<file path="config.mk">
export PLATFORM = sky130hd
export DESIGN_NAME = wpk_top
export DESIGN_NICKNAME = d
export VERILOG_FILES = /design/src/design/wpk_pkg.sv /design/src/design/wpk_rx_if.sv /design/src/design/wpk_rx_format.sv /design/src/design/wpk_top.sv
export VERILOG_INCLUDE_DIRS = /design/src /design/src/design
export SDC_FILE = /design/constraint.sdc
export NUM_CORES = 1
export LEC_CHECK = 0
export ABC_AREA = 1
export BUFFER_PORTS_ARGS = -buffer_cell sky130_fd_sc_hd__buf_4
export CORE_AREA = 2 2 134 136
export CTS_BUF_LIST = sky130_fd_sc_hd__clkbuf_8
export CTS_CLUSTER_DIAMETER = 40
export DETAILED_ROUTE_END_ITERATION = 8
export DIE_AREA = 0 0 136 138
export PLACE_DENSITY = 0.79
export SYNTH_ARGS = -nofsm -noshare
export SYNTH_HDL_FRONTEND = slang
export SYNTH_SLANG_ARGS = --single-unit
export TNS_END_PERCENT = 1
</file>
<file path="constraint.sdc">
create_clock -name aclk -period 1.25 [get_ports aclk]
set_input_delay 0.0625 -clock aclk [delete_from_list [all_inputs] [get_ports aclk]]
set_output_delay 0.0625 -clock aclk [all_outputs]
set_load 0.1 [all_outputs]
</file>
<file path="src/design/wpk_defines.svh">
`ifndef WPK_DEFINES_SVH
`define WPK_DEFINES_SVH

// ============================================================
// Word layout
`define WPK_NWORDS 4
`define WPK_TX_SLOT_W 11
`define WPK_TX_BUS_W 44
`define WPK_PMA_W 22
`define WPK_RX_SLOT_W 16
`define WPK_RX_BUS_W 64
`define WPK_RAW_W 10
`define WPK_DK_W 9
`define WPK_RM_W 3
`define WPK_UFLOW_DK 9'h1FE

// ============================================================
// Rate-match status codes on the receive word
`define WPK_RMC_NORMAL 2'b00
`define WPK_RMC_DELETE 2'b01
`define WPK_RMC_INSERT 2'b10
`define WPK_RMC_OVERFLOW 2'b11

// ============================================================
// Register map (byte addresses)
`define WPK_ADDR_W 8
`define WPK_OFF_CTRL 8'h00
`define WPK_OFF_STATUS 8'h04
`define WPK_OFF_EVENTS 8'h08

// ============================================================
// Control fields
`define WPK_CTRL_W 4
`define WPK_CTRL_DBL 0
`define WPK_CTRL_BSER 1
`define WPK_CTRL_BYP 2
`define WPK_CTRL_RCFG 3
`define WPK_CTRL_RST 4'h0

// ============================================================
// Sticky event fields
`define WPK_EV_W 5
`define WPK_EV_DEL 0
`define WPK_EV_INS 1
`define WPK_EV_UFL 2
`define WPK_EV_OFL 3
`define WPK_EV_CV 4
`define WPK_EV_RST 5'h00

// ============================================================
// AXI responses
`define WPK_RESP_OKAY 2'b00
`define WPK_RESP_SLVERR 2'b10

`endif

</file>
<file path="src/design/wpk_pkg.sv">
`include "wpk_defines.svh"

package wpk_pkg;

  // ============================================================
  // Rate-match event reported by the coding sublayer per word
  typedef enum logic [2:0] {
    WPK_RM_NORMAL = 3'h0,
    WPK_RM_DELETE = 3'h1,
    WPK_RM_INSERT = 3'h2,
    WPK_RM_OVERFLOW = 3'h3,
    WPK_RM_UNDERFLOW = 3'h4
  } wpk_rm_event_e;

  // Serializer phase, Gray along LOW -> HIGH -> LOW
  typedef enum logic {
    WPK_PH_LOW = 1'b0,
    WPK_PH_HIGH = 1'b1
  } wpk_tx_phase_e;

  // Which of the four word slots carry data for a configuration
  function automatic logic [3:0] wpk_used_mask(input logic dbl, input logic bser);
    wpk_used_mask = {dbl & bser, bser, dbl, 1'b1};
  endfunction : wpk_used_mask

  // Two-bit rate-match status; underflow shares the insertion code
  function automatic logic [1:0] wpk_rm_code(input logic [2:0] ev);
    case (ev)
      WPK_RM_DELETE: wpk_rm_code = `WPK_RMC_DELETE;
      WPK_RM_INSERT: wpk_rm_code = `WPK_RMC_INSERT;
      WPK_RM_UNDERFLOW: wpk_rm_code = `WPK_RMC_INSERT;
      WPK_RM_OVERFLOW: wpk_rm_code = `WPK_RMC_OVERFLOW;
      default: wpk_rm_code = `WPK_RMC_NORMAL;
    endcase
  endfunction : wpk_rm_code

endpackage : wpk_pkg

</file>
<file path="src/design/wpk_rx_if.sv">
`timescale 1ns/100ps
`default_nettype none

// ============================================================
// Receive side bundle between the packer top and the word formatter
interface wpk_rx_if;
  logic dbl;
  logic bser;
  logic byp;
  logic rcfg;
  logic [35:0] dk;
  logic [39:0] raw;
  logic [3:0] cv;
  logic [3:0] aln;
  logic [3:0] de;
  logic [3:0] pd;
  logic [3:0] rd;
  logic [11:0] rm_ev;
  logic [63:0] word;
  logic [4:0] events;

  modport top (output dbl, bser, byp, rcfg, dk, raw, cv, aln, de, pd, rd, rm_ev, input word, events);
  modport fmt (input dbl, bser, byp, rcfg, dk, raw, cv, aln, de, pd, rd, rm_ev, output word, events);
endinterface : wpk_rx_if

`default_nettype wire

</file>
<file path="src/design/wpk_rx_format.sv">
`timescale 1ns/100ps
`default_nettype none

module wpk_rx_format (
  // Clock and reset
  input wire logic aclk,
  input wire logic aresetn,
  // Coding sublayer fields in, formatted bus out
  wpk_rx_if.fmt rx
);
  import wpk_pkg::*;

  logic [3:0] used;
  logic [63:0] dec_bus;
  logic [39:0] raw_bus;
  logic [63:0] next_word;
  logic [3:0] ev_del;
  logic [3:0] ev_ins;
  logic [3:0] ev_ufl;
  logic [3:0] ev_ofl;
  logic [3:0] ev_cv;
  logic [4:0] next_events;
  logic [63:0] word;
  logic [4:0] events;

  assign used = wpk_used_mask(rx.dbl, rx.bser);

  // ============================================================
  // Per-word field assembly
  genvar i;
  generate
    for (i = 0; i < `WPK_NWORDS; i++) begin : g_word
      wire [2:0] ev = rx.rm_ev[`WPK_RM_W*i +: `WPK_RM_W];
      wire ufl = (ev == WPK_RM_UNDERFLOW);
      // Underflow is told apart from insertion only by the filler value
      wire [8:0] dk = ufl ? `WPK_UFLOW_DK : rx.dk[`WPK_DK_W*i +: `WPK_DK_W];
      wire [15:0] dec = {rx.rd[i], wpk_rm_code(ev), rx.pd[i], rx.de[i], rx.aln[i], rx.cv[i], dk};
      wire [9:0] raw = rx.raw[`WPK_RAW_W*i +: `WPK_RAW_W];
      wire [15:0] rcf = {3'h0, rx.pd[i], rx.de[i], rx.aln[i], raw};
      assign dec_bus[`WPK_RX_SLOT_W*i +: `WPK_RX_SLOT_W] = used[i] ? (rx.byp ? rcf : dec) : 16'h0000;
      assign raw_bus[`WPK_RAW_W*i +: `WPK_RAW_W] = used[i] ? raw : 10'h000;
      assign ev_del[i] = used[i] & (ev == WPK_RM_DELETE);
      assign ev_ins[i] = used[i] & (ev == WPK_RM_INSERT);
      assign ev_ufl[i] = used[i] & ufl;
      assign ev_ofl[i] = used[i] & (ev == WPK_RM_OVERFLOW);
      assign ev_cv[i] = used[i] & ~rx.byp & rx.cv[i];
    end
  endgenerate

  // Bypass without reconfiguration packs bare symbols at the fabric width
  assign next_word = (rx.byp & ~rx.rcfg) ? {24'h000000, raw_bus} : dec_bus;
  assign next_events = {|ev_cv, |ev_ofl, |ev_ufl, |ev_ins, |ev_del};

  // Every cycle yields a word; there is no qualifier to drop one
  always_ff @(posedge aclk) begin
    if (!aresetn) begin
      word <= 64'h0;
      events <= `WPK_EV_RST;
    end else begin
      word <= next_word;
      events <= next_events;
    end
  end

  assign rx.word = word;
  assign rx.events = events;

endmodule : wpk_rx_format

`default_nettype wire

</file>
<file path="src/design/wpk_top.sv">
// Design decisions made here: the address map and the AXI4-Lite slave port.
`include "wpk_defines.svh"
`timescale 1ns/100ps
`default_nettype none

module wpk_top (
  // Clock and reset
  input wire logic aclk,
  input wire logic aresetn,
  // AXI4-Lite write address
  input wire logic awvalid,
  output logic awready,
  input wire logic [`WPK_ADDR_W-1:0] awaddr,
  input wire logic [2:0] awprot,
  // AXI4-Lite write data
  input wire logic wvalid,
  output logic wready,
  input wire logic [31:0] wdata,
  input wire logic [3:0] wstrb,
  // AXI4-Lite write response
  output logic bvalid,
  input wire logic bready,
  output logic [1:0] bresp,
  // AXI4-Lite read address
  input wire logic arvalid,
  output logic arready,
  input wire logic [`WPK_ADDR_W-1:0] araddr,
  input wire logic [2:0] arprot,
  // AXI4-Lite read data
  output logic rvalid,
  input wire logic rready,
  output logic [31:0] rdata,
  output logic [1:0] rresp,
  // Fabric transmit words
  input wire logic [`WPK_TX_BUS_W-1:0] tx_parallel_data,
  output logic tx_take,
  // Serial-sublayer transmit words
  output logic [`WPK_PMA_W-1:0] pma_tx_data,
  // Coding sublayer receive fields, four words each
  input wire logic [35:0] pcs_rx_dk,
  input wire logic [39:0] pcs_rx_raw,
  input wire logic [3:0] pcs_rx_code_viol,
  input wire logic [3:0] pcs_rx_aligned,
  input wire logic [3:0] pcs_rx_disp_err,
  input wire logic [3:0] pcs_rx_pat_det,
  input wire logic [3:0] pcs_rx_run_disp,
  input wire logic [11:0] pcs_rx_rm_event,
  // Fabric receive words
  output logic [`WPK_RX_BUS_W-1:0] rx_parallel_data
);
  import wpk_pkg::*;

  // ============================================================
  // Declarations
  logic [`WPK_CTRL_W-1:0] ctrl;
  logic [`WPK_EV_W-1:0] events;
  logic aw_held;
  logic w_held;
  logic [`WPK_ADDR_W-1:0] awaddr_q;
  logic [31:0] wdata_q;
  logic [3:0] wstrb_q;
  logic bvalid_q;
  logic [1:0] bresp_q;
  logic rvalid_q;
  logic [31:0] rdata_q;
  logic [1:0] rresp_q;
  wpk_tx_phase_e phase;
  wpk_tx_phase_e next_phase;
  logic [`WPK_PMA_W-1:0] tx_hi;
  logic [`WPK_PMA_W-1:0] pma_q;
  logic [`WPK_PMA_W-1:0] next_pma;
  logic [`WPK_TX_BUS_W-1:0] tx_masked;
  logic [3:0] tx_used;
  logic [2:0] tx_count;

  wpk_rx_if rxb ();

  // ============================================================
  // Configuration decode
  // A new setting applies from the next edge; words in flight are not
  // drained, so the fabric should change mode only while idle.
  wire cfg_dbl = ctrl[`WPK_CTRL_DBL];
  wire cfg_bser = ctrl[`WPK_CTRL_BSER];
  wire cfg_byp = ctrl[`WPK_CTRL_BYP];
  wire cfg_rcfg = ctrl[`WPK_CTRL_RCFG];

  // ============================================================
  // AXI4-Lite slave: handshakes
  // Address and data are caught independently so the master may
  // present them in either order; one write is serviced at a time.
  assign awready = ~aw_held & ~bvalid_q;
  assign wready = ~w_held & ~bvalid_q;
  assign arready = ~rvalid_q;
  assign bvalid = bvalid_q;
  assign bresp = bresp_q;
  assign rvalid = rvalid_q;
  assign rdata = rdata_q;
  assign rresp = rresp_q;

  wire aw_fire = awvalid & awready;
  wire w_fire = wvalid & wready;
  wire ar_fire = arvalid & arready;
  wire wr_do = aw_held & w_held & ~bvalid_q;

  // Write address decode
  wire wr_hit_ctrl = (awaddr_q == `WPK_OFF_CTRL);
  wire wr_hit_stat = (awaddr_q == `WPK_OFF_STATUS);
  wire wr_hit_ev = (awaddr_q == `WPK_OFF_EVENTS);
  wire wr_mapped = wr_hit_ctrl | wr_hit_stat | wr_hit_ev;
  wire wr_ctrl = wr_do & wr_hit_ctrl & wstrb_q[0];
  wire wr_ev = wr_do & wr_hit_ev & wstrb_q[0];
  wire [`WPK_EV_W-1:0] ev_clear = wr_ev ? wdata_q[`WPK_EV_W-1:0] : `WPK_EV_RST;

  // Read address decode; status shows live serializer phase and slot count
  // The mux looks at araddr directly: arready drops while rvalid stands,
  // so the address cannot move under a pending answer.
  wire rd_hit_ctrl = (araddr == `WPK_OFF_CTRL);
  wire rd_hit_stat = (araddr == `WPK_OFF_STATUS);
  wire rd_hit_ev = (araddr == `WPK_OFF_EVENTS);
  wire rd_mapped = rd_hit_ctrl | rd_hit_stat | rd_hit_ev;
  wire [31:0] stat_word = {28'h0000000, tx_count, phase};
  wire [31:0] rd_mux = rd_hit_ctrl ? {28'h0000000, ctrl} :
                       rd_hit_stat ? stat_word :
                       rd_hit_ev ? {27'h0000000, events} : 32'h00000000;

  // Capture write address
  always_ff @(posedge aclk) begin
    if (!aresetn) begin
      aw_held <= 1'b0;
      awaddr_q <= 8'h00;
    end else if (aw_fire) begin
      aw_held <= 1'b1;
      awaddr_q <= awaddr;
    end else if (wr_do) begin
      aw_held <= 1'b0;
    end
  end

  // Capture write data
  always_ff @(posedge aclk) begin
    if (!aresetn) begin
      w_held <= 1'b0;
      wdata_q <= 32'h00000000;
      wstrb_q <= 4'h0;
    end else if (w_fire) begin
      w_held <= 1'b1;
      wdata_q <= wdata;
      wstrb_q <= wstrb;
    end else if (wr_do) begin
      w_held <= 1'b0;
    end
  end

  // Write response; unmapped offsets answer SLVERR
  always_ff @(posedge aclk) begin
    if (!aresetn) begin
      bvalid_q <= 1'b0;
      bresp_q <= `WPK_RESP_OKAY;
    end else if (wr_do) begin
      bvalid_q <= 1'b1;
      bresp_q <= wr_mapped ? `WPK_RESP_OKAY : `WPK_RESP_SLVERR;
    end else if (bready) begin
      bvalid_q <= 1'b0;
    end
  end

  // Read answer, registered on the same edge that takes the address
  always_ff @(posedge aclk) begin
    if (!aresetn) begin
      rvalid_q <= 1'b0;
      rdata_q <= 32'h00000000;
      rresp_q <= `WPK_RESP_OKAY;
    end else if (ar_fire) begin
      rvalid_q <= 1'b1;
      rdata_q <= rd_mux;
      rresp_q <= rd_mapped ? `WPK_RESP_OKAY : `WPK_RESP_SLVERR;
    end else if (rready) begin
      rvalid_q <= 1'b0;
    end
  end

  // ============================================================
  // Control and sticky event registers
  // A new event in the clearing cycle survives: set wins over clear.
  always_ff @(posedge aclk) begin
    if (!aresetn) begin
      ctrl <= `WPK_CTRL_RST;
      events <= `WPK_EV_RST;
    end else begin
      if (wr_ctrl) begin
        ctrl <= wdata_q[`WPK_CTRL_W-1:0];
      end
      events <= (events & ~ev_clear) | rxb.events;
    end
  end

  // ============================================================
  // Transmit slot masking
  // Used slot mask and count; the count is shown in the status register
  // so software can confirm the width it has selected.
  assign tx_used = wpk_used_mask(cfg_dbl, cfg_bser);
  assign tx_count = 3'(tx_used[0]) + 3'(tx_used[1]) + 3'(tx_used[2]) + 3'(tx_used[3]);

  // Eleven-bit slots from bit zero; the byte and control flag sit
  // inside each slot and pass through untouched
  genvar i;
  generate
    for (i = 0; i < `WPK_NWORDS; i++) begin : g_tx
      assign tx_masked[`WPK_TX_SLOT_W*i +: `WPK_TX_SLOT_W] =
        tx_used[i] ? tx_parallel_data[`WPK_TX_SLOT_W*i +: `WPK_TX_SLOT_W] : 11'h000;
    end
  endgenerate

  // ============================================================
  // Byte serializer
  // The low half carries words 0 and 1, the high half words 2 and 3,
  // so single-word mode with the serializer sends word 0 then word 2.
  assign tx_take = ~cfg_bser | (phase == WPK_PH_LOW);

  always_comb begin
    next_phase = WPK_PH_LOW;
    next_pma = tx_masked[`WPK_PMA_W-1:0];
    case (phase)
      WPK_PH_LOW: begin
        next_phase = cfg_bser ? WPK_PH_HIGH : WPK_PH_LOW;
        next_pma = tx_masked[`WPK_PMA_W-1:0];
      end
      WPK_PH_HIGH: begin
        // If the serializer was just switched off, tx_take is already high
        // and the fresh word must leave now; the held upper half is dropped.
        next_phase = WPK_PH_LOW;
        next_pma = cfg_bser ? tx_hi : tx_masked[`WPK_PMA_W-1:0];
      end
      default: begin
        next_phase = WPK_PH_LOW;
        next_pma = tx_masked[`WPK_PMA_W-1:0];
      end
    endcase
  end

  // Serializer phase and upper half holding register
  always_ff @(posedge aclk) begin
    if (!aresetn) begin
      phase <= WPK_PH_LOW;
      tx_hi <= 22'h000000;
      pma_q <= 22'h000000;
    end else begin
      phase <= next_phase;
      pma_q <= next_pma;
      if (tx_take) begin
        tx_hi <= tx_masked[`WPK_TX_BUS_W-1:`WPK_PMA_W];
      end
    end
  end

  // Registered so the serial side sees a settled word for a whole cycle
  assign pma_tx_data = pma_q;

  // ============================================================
  // Receive formatting
  // The fabric cannot stall this path, so no ready input exists.
  // The field layout lives in its own module so it can be checked apart
  // from the register bus and the serializer.
  assign rxb.dbl = cfg_dbl;
  assign rxb.bser = cfg_bser;
  assign rxb.byp = cfg_byp;
  assign rxb.rcfg = cfg_rcfg;
  assign rxb.dk = pcs_rx_dk;
  assign rxb.raw = pcs_rx_raw;
  assign rxb.cv = pcs_rx_code_viol;
  assign rxb.aln = pcs_rx_aligned;
  assign rxb.de = pcs_rx_disp_err;
  assign rxb.pd = pcs_rx_pat_det;
  assign rxb.rd = pcs_rx_run_disp;
  assign rxb.rm_ev = pcs_rx_rm_event;

  wpk_rx_format u_rx_format (
    .aclk(aclk),
    .aresetn(aresetn),
    .rx(rxb)
  );

  assign rx_parallel_data = rxb.word;

endmodule : wpk_top

`default_nettype wire

</file>
==> results of run 1 <==
## worst max-delay path by stage
| stage | start | end | slack [ns] | cells past startpoint |
|---|---|---|---|---|
| after floorplan | rvalid | rresp[1] | -0.44 | 5 |
| after global placement | ctrl[2] | u_rx_format.rx.word[21] | -0.10 | 5 |
| after detailed placement | ctrl[0] | u_rx_format.rx.events[3] | -0.15 | 4 |
| after CTS | bvalid | wready | -0.09 | 3 |
| after global routing | bvalid | wready | -0.09 | 3 |
| final | bvalid | wready | -0.04 | 3 |
## layout make-up
class | count | area [µm²]
fill | 1409 | 6920
timing repair buffer | 490 | 4220
sequential | 148 | 2980
multi-input combinational | 515 | 2500
tap | 229 | 287
clock buffer | 18 | 248
inverter | 59 | 230
clock inverter | 14 | 136
antenna | 1 | 2.50
## stage by stage
stage                     power [µW]  cell area, µm²
after CTS                      11100           10500
after detailed placement        6970            8310
after global placement          6950            8310
final                          11100           10600
after floorplan                 6310            6010
after global routing           11500           10600
## critical path: cells and delay by family (launching register included)
kind                   cells  cell delay, ns
DFF                        1            0.37
buffers and inverters      2            0.30
and+or+nand+nor            1            0.11
## kinds of logic after synthesis
group	synth area share, %
AOI/OAI and AO/OA	15.5
adders and majority gates	0.426
buffers and inverters	10.8
DFF	50.5
other	0.0639
and+or+nand+nor	22.7
## sequential cells by signal (all words and copies together), names as in the netlist, 4 cells and up
signal / flops
awaddr_q: 8
ctrl: 4
events: 5
pma_tx_data: 22
rdata: 5
tx_hi: 22
u_rx_format.rx.events: 5
u_rx_format.rx.word: 64
wdata_q: 5
## metal layers
metal / wire length (µm) / global-route usage, % / up-vias / part of all wire, %
li1: - / - / 3383 / -
met1: 9330 / 27.6 / 3254 / 38
met2: 12100 / 43.7 / 408 / 49
met3: 1980 / 7.44 / 105 / 8.0
met4: 1350 / 14.7 / 0 / 5.4
met5: 0 / 0 / - / 0
## power groups by stage
stage	clock [µW]	combinational [µW]	sequential, µW
final	3680	2500	4900
after global routing	3950	2620	4920
after CTS	3770	2430	4890
after detailed placement	0	1960	5010
after global placement	0	1950	5000
after floorplan	0	880	5430
## repair_timing
action,4_1_cts,5_1_grt
resized for setup,30,31
hold endpoints to repair,134,0
setup endpoints to repair,76,73
hold buffers,170,0
buffers inserted,2,0
pin swaps,2,7
## cell usage in the layout (no fill, tap or decap), types with 3 or more instances in the layout
cell / count
a21oi_1: 91
a21oi_2: 8
buf_12: 7
buf_4: 306
buf_6: 6
clkbuf_8: 18
clkinvlp_4: 4
conb_1: 29
dfxtp_1: 139
dfxtp_2: 5
dfxtp_4: 4
dlygate4sd3_1: 170
inv_1: 49
inv_2: 9
inv_4: 3
nand2_1: 123
nand2_2: 5
nand2_4: 6
nand3_1: 73
nor2_1: 77
nor2_4: 7
nor3_1: 13
o21ai_0: 51
o21ai_1: 10
==> impl_metrics.toml, run 1 <==
[pwr]
p_seq_share_pct = 44.2
power.density_nw_per_um2 = 1050
p_switching_uw = 3450
p_comb_share_pct = 22.6
p_int_uw = 7640
peakVddDrop_uv = 641
clockPowerShare_pct = 33.2
leakagePower_uw = 0.00497
sw_frac_of_total_pct = 31.1

[sta]
worst_hold_slack_ns = 0.0512
max_freq_ghz = 0.774
tns_ns = -0.0427
min_period_ns = 1.29
period_share_pct = 103
final_hold_viol_count = 0
fin_ws_ns = -0.0427
finalSetupViolations = 1
slew_viol_final = 0
rsz0062_at_grt = "true"
finClkSkew_ns = 0.0109

[yosys]
synth_most_common_cell = "dfxtp_1"
ys_ff_latch = 148
synthDistinctLibCells = 33
ys_top_cells_by_area = "dfxtp_1 (50%), a21oi_1 (8.4%), nand2_1 (8.1%)"
yosys.area.top_type = "dfxtp_1"
synthTopCellsByCount = "dfxtp_1 (148), nand2_1 (126), a21oi_1 (99)"
synth_edf_count = 0
synth_top_area_share_pct = 50.5
ys_warn_count = 0
syn_avg_cell_area_um2 = 7.75
async_flop_share_pct = 0
synthCells = 757
yosysSeqAreaShare_pct = 50.5
synth_area_um2 = 5870
ys.flop_type = "dfxtp_1"

[setup_path]
reg2reg_depth = 6
reg2reg_setup_slack_ns = 0.01
crit_type = "reg -> out"
cp-end-kind = "output pin"
cp_max_fo = 4
r2r_end = "ctrl[0]"
cp.arrival_ns = 1.23
slowest_delay_ns = 0.37
cp_data_required_time_ns = 1.19
path_cells = "buf_6 > nor2_4 > buf_12"
reg2reg_from = "bvalid"
cp-start-kind = "flop"
slowest_stage = "dfxtp_4"

[clock_tree]
cts-buffers-inserted = 17
cts_num_sinks = 148
ctsRootBufferMaster = "clkbuf_8"
cts_buffer_depth = 2
cts_tree = "yes"
clk_latency_ns = 0.44
clk_pin_slew_worst_paths_ns = 0.09
cts_max_level = 4

[routing]
drt_iter0_markers = 439
drt_wl_total_mm = 24.7
viasPerCell = 4.85
dr.pass1.iters = 5
via_count = 7150
drc = 0
ant_nets = 0
wl_per_cell_um = 16.8

[placed_design]
pre_cts_ws_ns = -0.149
hpwl_mm = 15.7
dp.cells = 1269
place_congestion = 0.895
io_buffers = 279

[cells_and_area]
area_delta_synth_final_pct = 80.8
fin_cells = 1474
fin_nets = 1450
final_util_pct = 60.5
drive_gt1_share_pct = 32.3

[worst_hold_path]
min_from = "pcs_rx_dk[18]"
whs_endpoint = "u_rx_format.rx.word[32]"
worstHoldPathCells = 5
hold_path_class = "in -> reg"

[die]
dieArea_um2 = 18800
num_rows = 49
die_h_um = 138
boundaryPins = 345
die_x_um = 136
core-area_um2 = 17500
start_util_pct = 33.5

[global_routing]
grt-ovfl-total = 0
antenna_found_initial = 1
grt_pass1_wl_mm = 37.1
grt_max_degree = 56
first_global_vias = 7260
globalRouteTotalUtil_pct = 25.5

[run_status]
status = "finished, violations left"
violations = "setup timing"

[job]
cap_violations = 0
Note: power is estimated with default switching activity, not from simulation.
==> inputs of run 2 (changes only) <==
Settings changed: MAX_ROUTING_LAYER from default to met4.
==> run 2 against run 1 <==
- first-iteration DRC count down 20%
- the run still ends with setup timing left
- cell count up 0.14%
- register-to-register slack worse by 0.04 ns
- cell area up 0.34%
==> impl_metrics.toml, run 2 (synthesized netlist as in run 1, its figures left out) <==
[routing]
drc = 0
dr.pass1.iters = 5
wl_per_cell_um = 16.4
drt_iter0_markers = 350
drt_wl_total_mm = 24.2
viasPerCell = 4.76
via_count = 7025
ant_nets = 0

[cells_and_area]
regArea_um2 = 2980
fin_cells = 1476
multi_input_area_um2 = 2490
diodes = 0
layout_common_cells = "buf_4 (304), dlygate4sd3_1 (171), dfxtp_1 (142)"
fillers = 1404
regMostFlops = "u_rx_format.rx.word"
largest_reg_flops = 64
drive_gt1_share_pct = 32.5
area_delta_synth_final_pct = 81.4
fin_nets = 1453
design_area_um2 = 10600
final_common_cell = "buf_4"

[placed_design]
dp.cells = 1269
place_congestion = 0.896
io_buffers = 279
hpwl_mm = 15.6
place_area_um2 = 8310

[pwr]
p_switching_uw = 3450
leakagePower_uw = 0.00497
p_int_uw = 7630
clockPowerShare_pct = 33.3
p_seq_share_pct = 44.2
power.density_nw_per_um2 = 1040
peakVddDrop_uv = 702
sw_frac_of_total_pct = 31.1
p_comb_share_pct = 22.5

[setup_path]
crit_type = "reg -> out"
path_cells = "buf_6 > nand2_4 > buf_8 > buf_12"
cp_max_fo = 2
cp-start-kind = "flop"
reg2reg_from = "bvalid"
slowest_stage = "dfxtp_4"
cp-end-kind = "output pin"
cp-startpoint = "ctrl[1]"
slowest_delay_ns = 0.36
cp.arrival_ns = 1.24
cp_data_required_time_ns = 1.19

[sta]
slew_viol_final = 0
rsz0062_at_grt = "true"
period_share_pct = 104
fin_ws_ns = -0.0550
min_period_ns = 1.31
final_hold_viol_count = 0
max_freq_ghz = 0.766
finalSetupViolations = 7
finClkSkew_ns = 0.0131

[global_routing]
first_global_vias = 7091
globalRouteTotalUtil_pct = 25.7
grt_pass1_wl_mm = 36.5
grt_max_degree = 39
grt-ovfl-total = 0
antenna_found_initial = 0

[worst_hold_path]
min_from = "awvalid"
hold_path_class = "in -> reg"

[die]
num_rows = 49
dieArea_um2 = 18800
boundaryPins = 345
start_util_pct = 33.5
core-area_um2 = 17500
die_x_um = 136
die_h_um = 138

[clock_tree]
ctsRootBufferMaster = "clkbuf_8"
cts_tree = "yes"
clk_pin_slew_worst_paths_ns = 0.08
cts_num_sinks = 148
cts_max_level = 4
clk_latency_ns = 0.44
cts_buffer_depth = 2
cts-buffers-inserted = 17

[run_status]
status = "finished, violations left"
violations = "setup timing"

[job]
cap_violations = 0
==> run 2: final timing paths <==
check / to / slack (ns) / cells after the start
setup reg to reg: ctrl[0] / -0.03 / 6
hold / removal: aw_held / 0.02 / 3
setup / recovery: tx_take / -0.06 / 4
hold reg to reg: awaddr_q[0] / 0.46 / 2
==> run 2: final cells by class <==
type	instances	area share [%]
multi-input combinational	515	23.4
sequential	148	28.0
timing repair buffer	493	40.1
inverter	59	2.19
tap	229	2.69
clock buffer	18	2.33
clock inverter	14	1.29
==> run 2: metal layers <==
layer / track usage (%) / wire, µm
met3: 6.27 / 1770
met1: 28.5 / 9480
met5: - / 0
met4: 10.9 / 952
met2: 43.7 / 12000
==> run 2: what timing repair did <==
| item | CTS | global route |
|---|---|---|
| buffers inserted | 4 | 0 |
| pin swaps | 3 | 8 |
| setup endpoints to repair | 49 | 89 |
| hold endpoints to repair | 134 | 2 |
| hold buffers | 170 | 1 |
| resized for setup | 24 | 38 |
==> run 2: stage by stage <==
| step | setup slack, ns | power [µW] | util, % | hold slack (ns) | setup TNS [ns] |
|---|---|---|---|---|---|
| after floorplan | -0.443 | 6310 | - | 0.139 | -8.77 |
| after global placement | -0.122 | 6950 | 47.4 | 0.257 | -0.599 |
| after detailed placement | -0.0863 | 6970 | 47.4 | 0.261 | -1.13 |
| after CTS | -0.0875 | 11100 | 60.0 | 0.0187 | -0.258 |
| after global routing | -0.137 | 11500 | 60.7 | 0.0152 | -2.05 |
| final | -0.0550 | 11100 | 60.7 | 0.0197 | -0.157 |
==> run 2: worst max-delay path, delay by kind of cell, from the launching register on <==
family	cells	cell delay, ns
and+or+nand+nor	1	0.06
buffers and inverters	3	0.39
DFF	1	0.36
==> run 2: power groups by stage <==
stage               Clock [µW]  Sequential [µW]  Combinational (µW)
floorplan                    0             5430                 880
global placement             0             5000                1950
detailed placement           0             5010                1960
CTS                       3750             4890                2430
global route              3980             4910                2620
finish                    3690             4900                2490
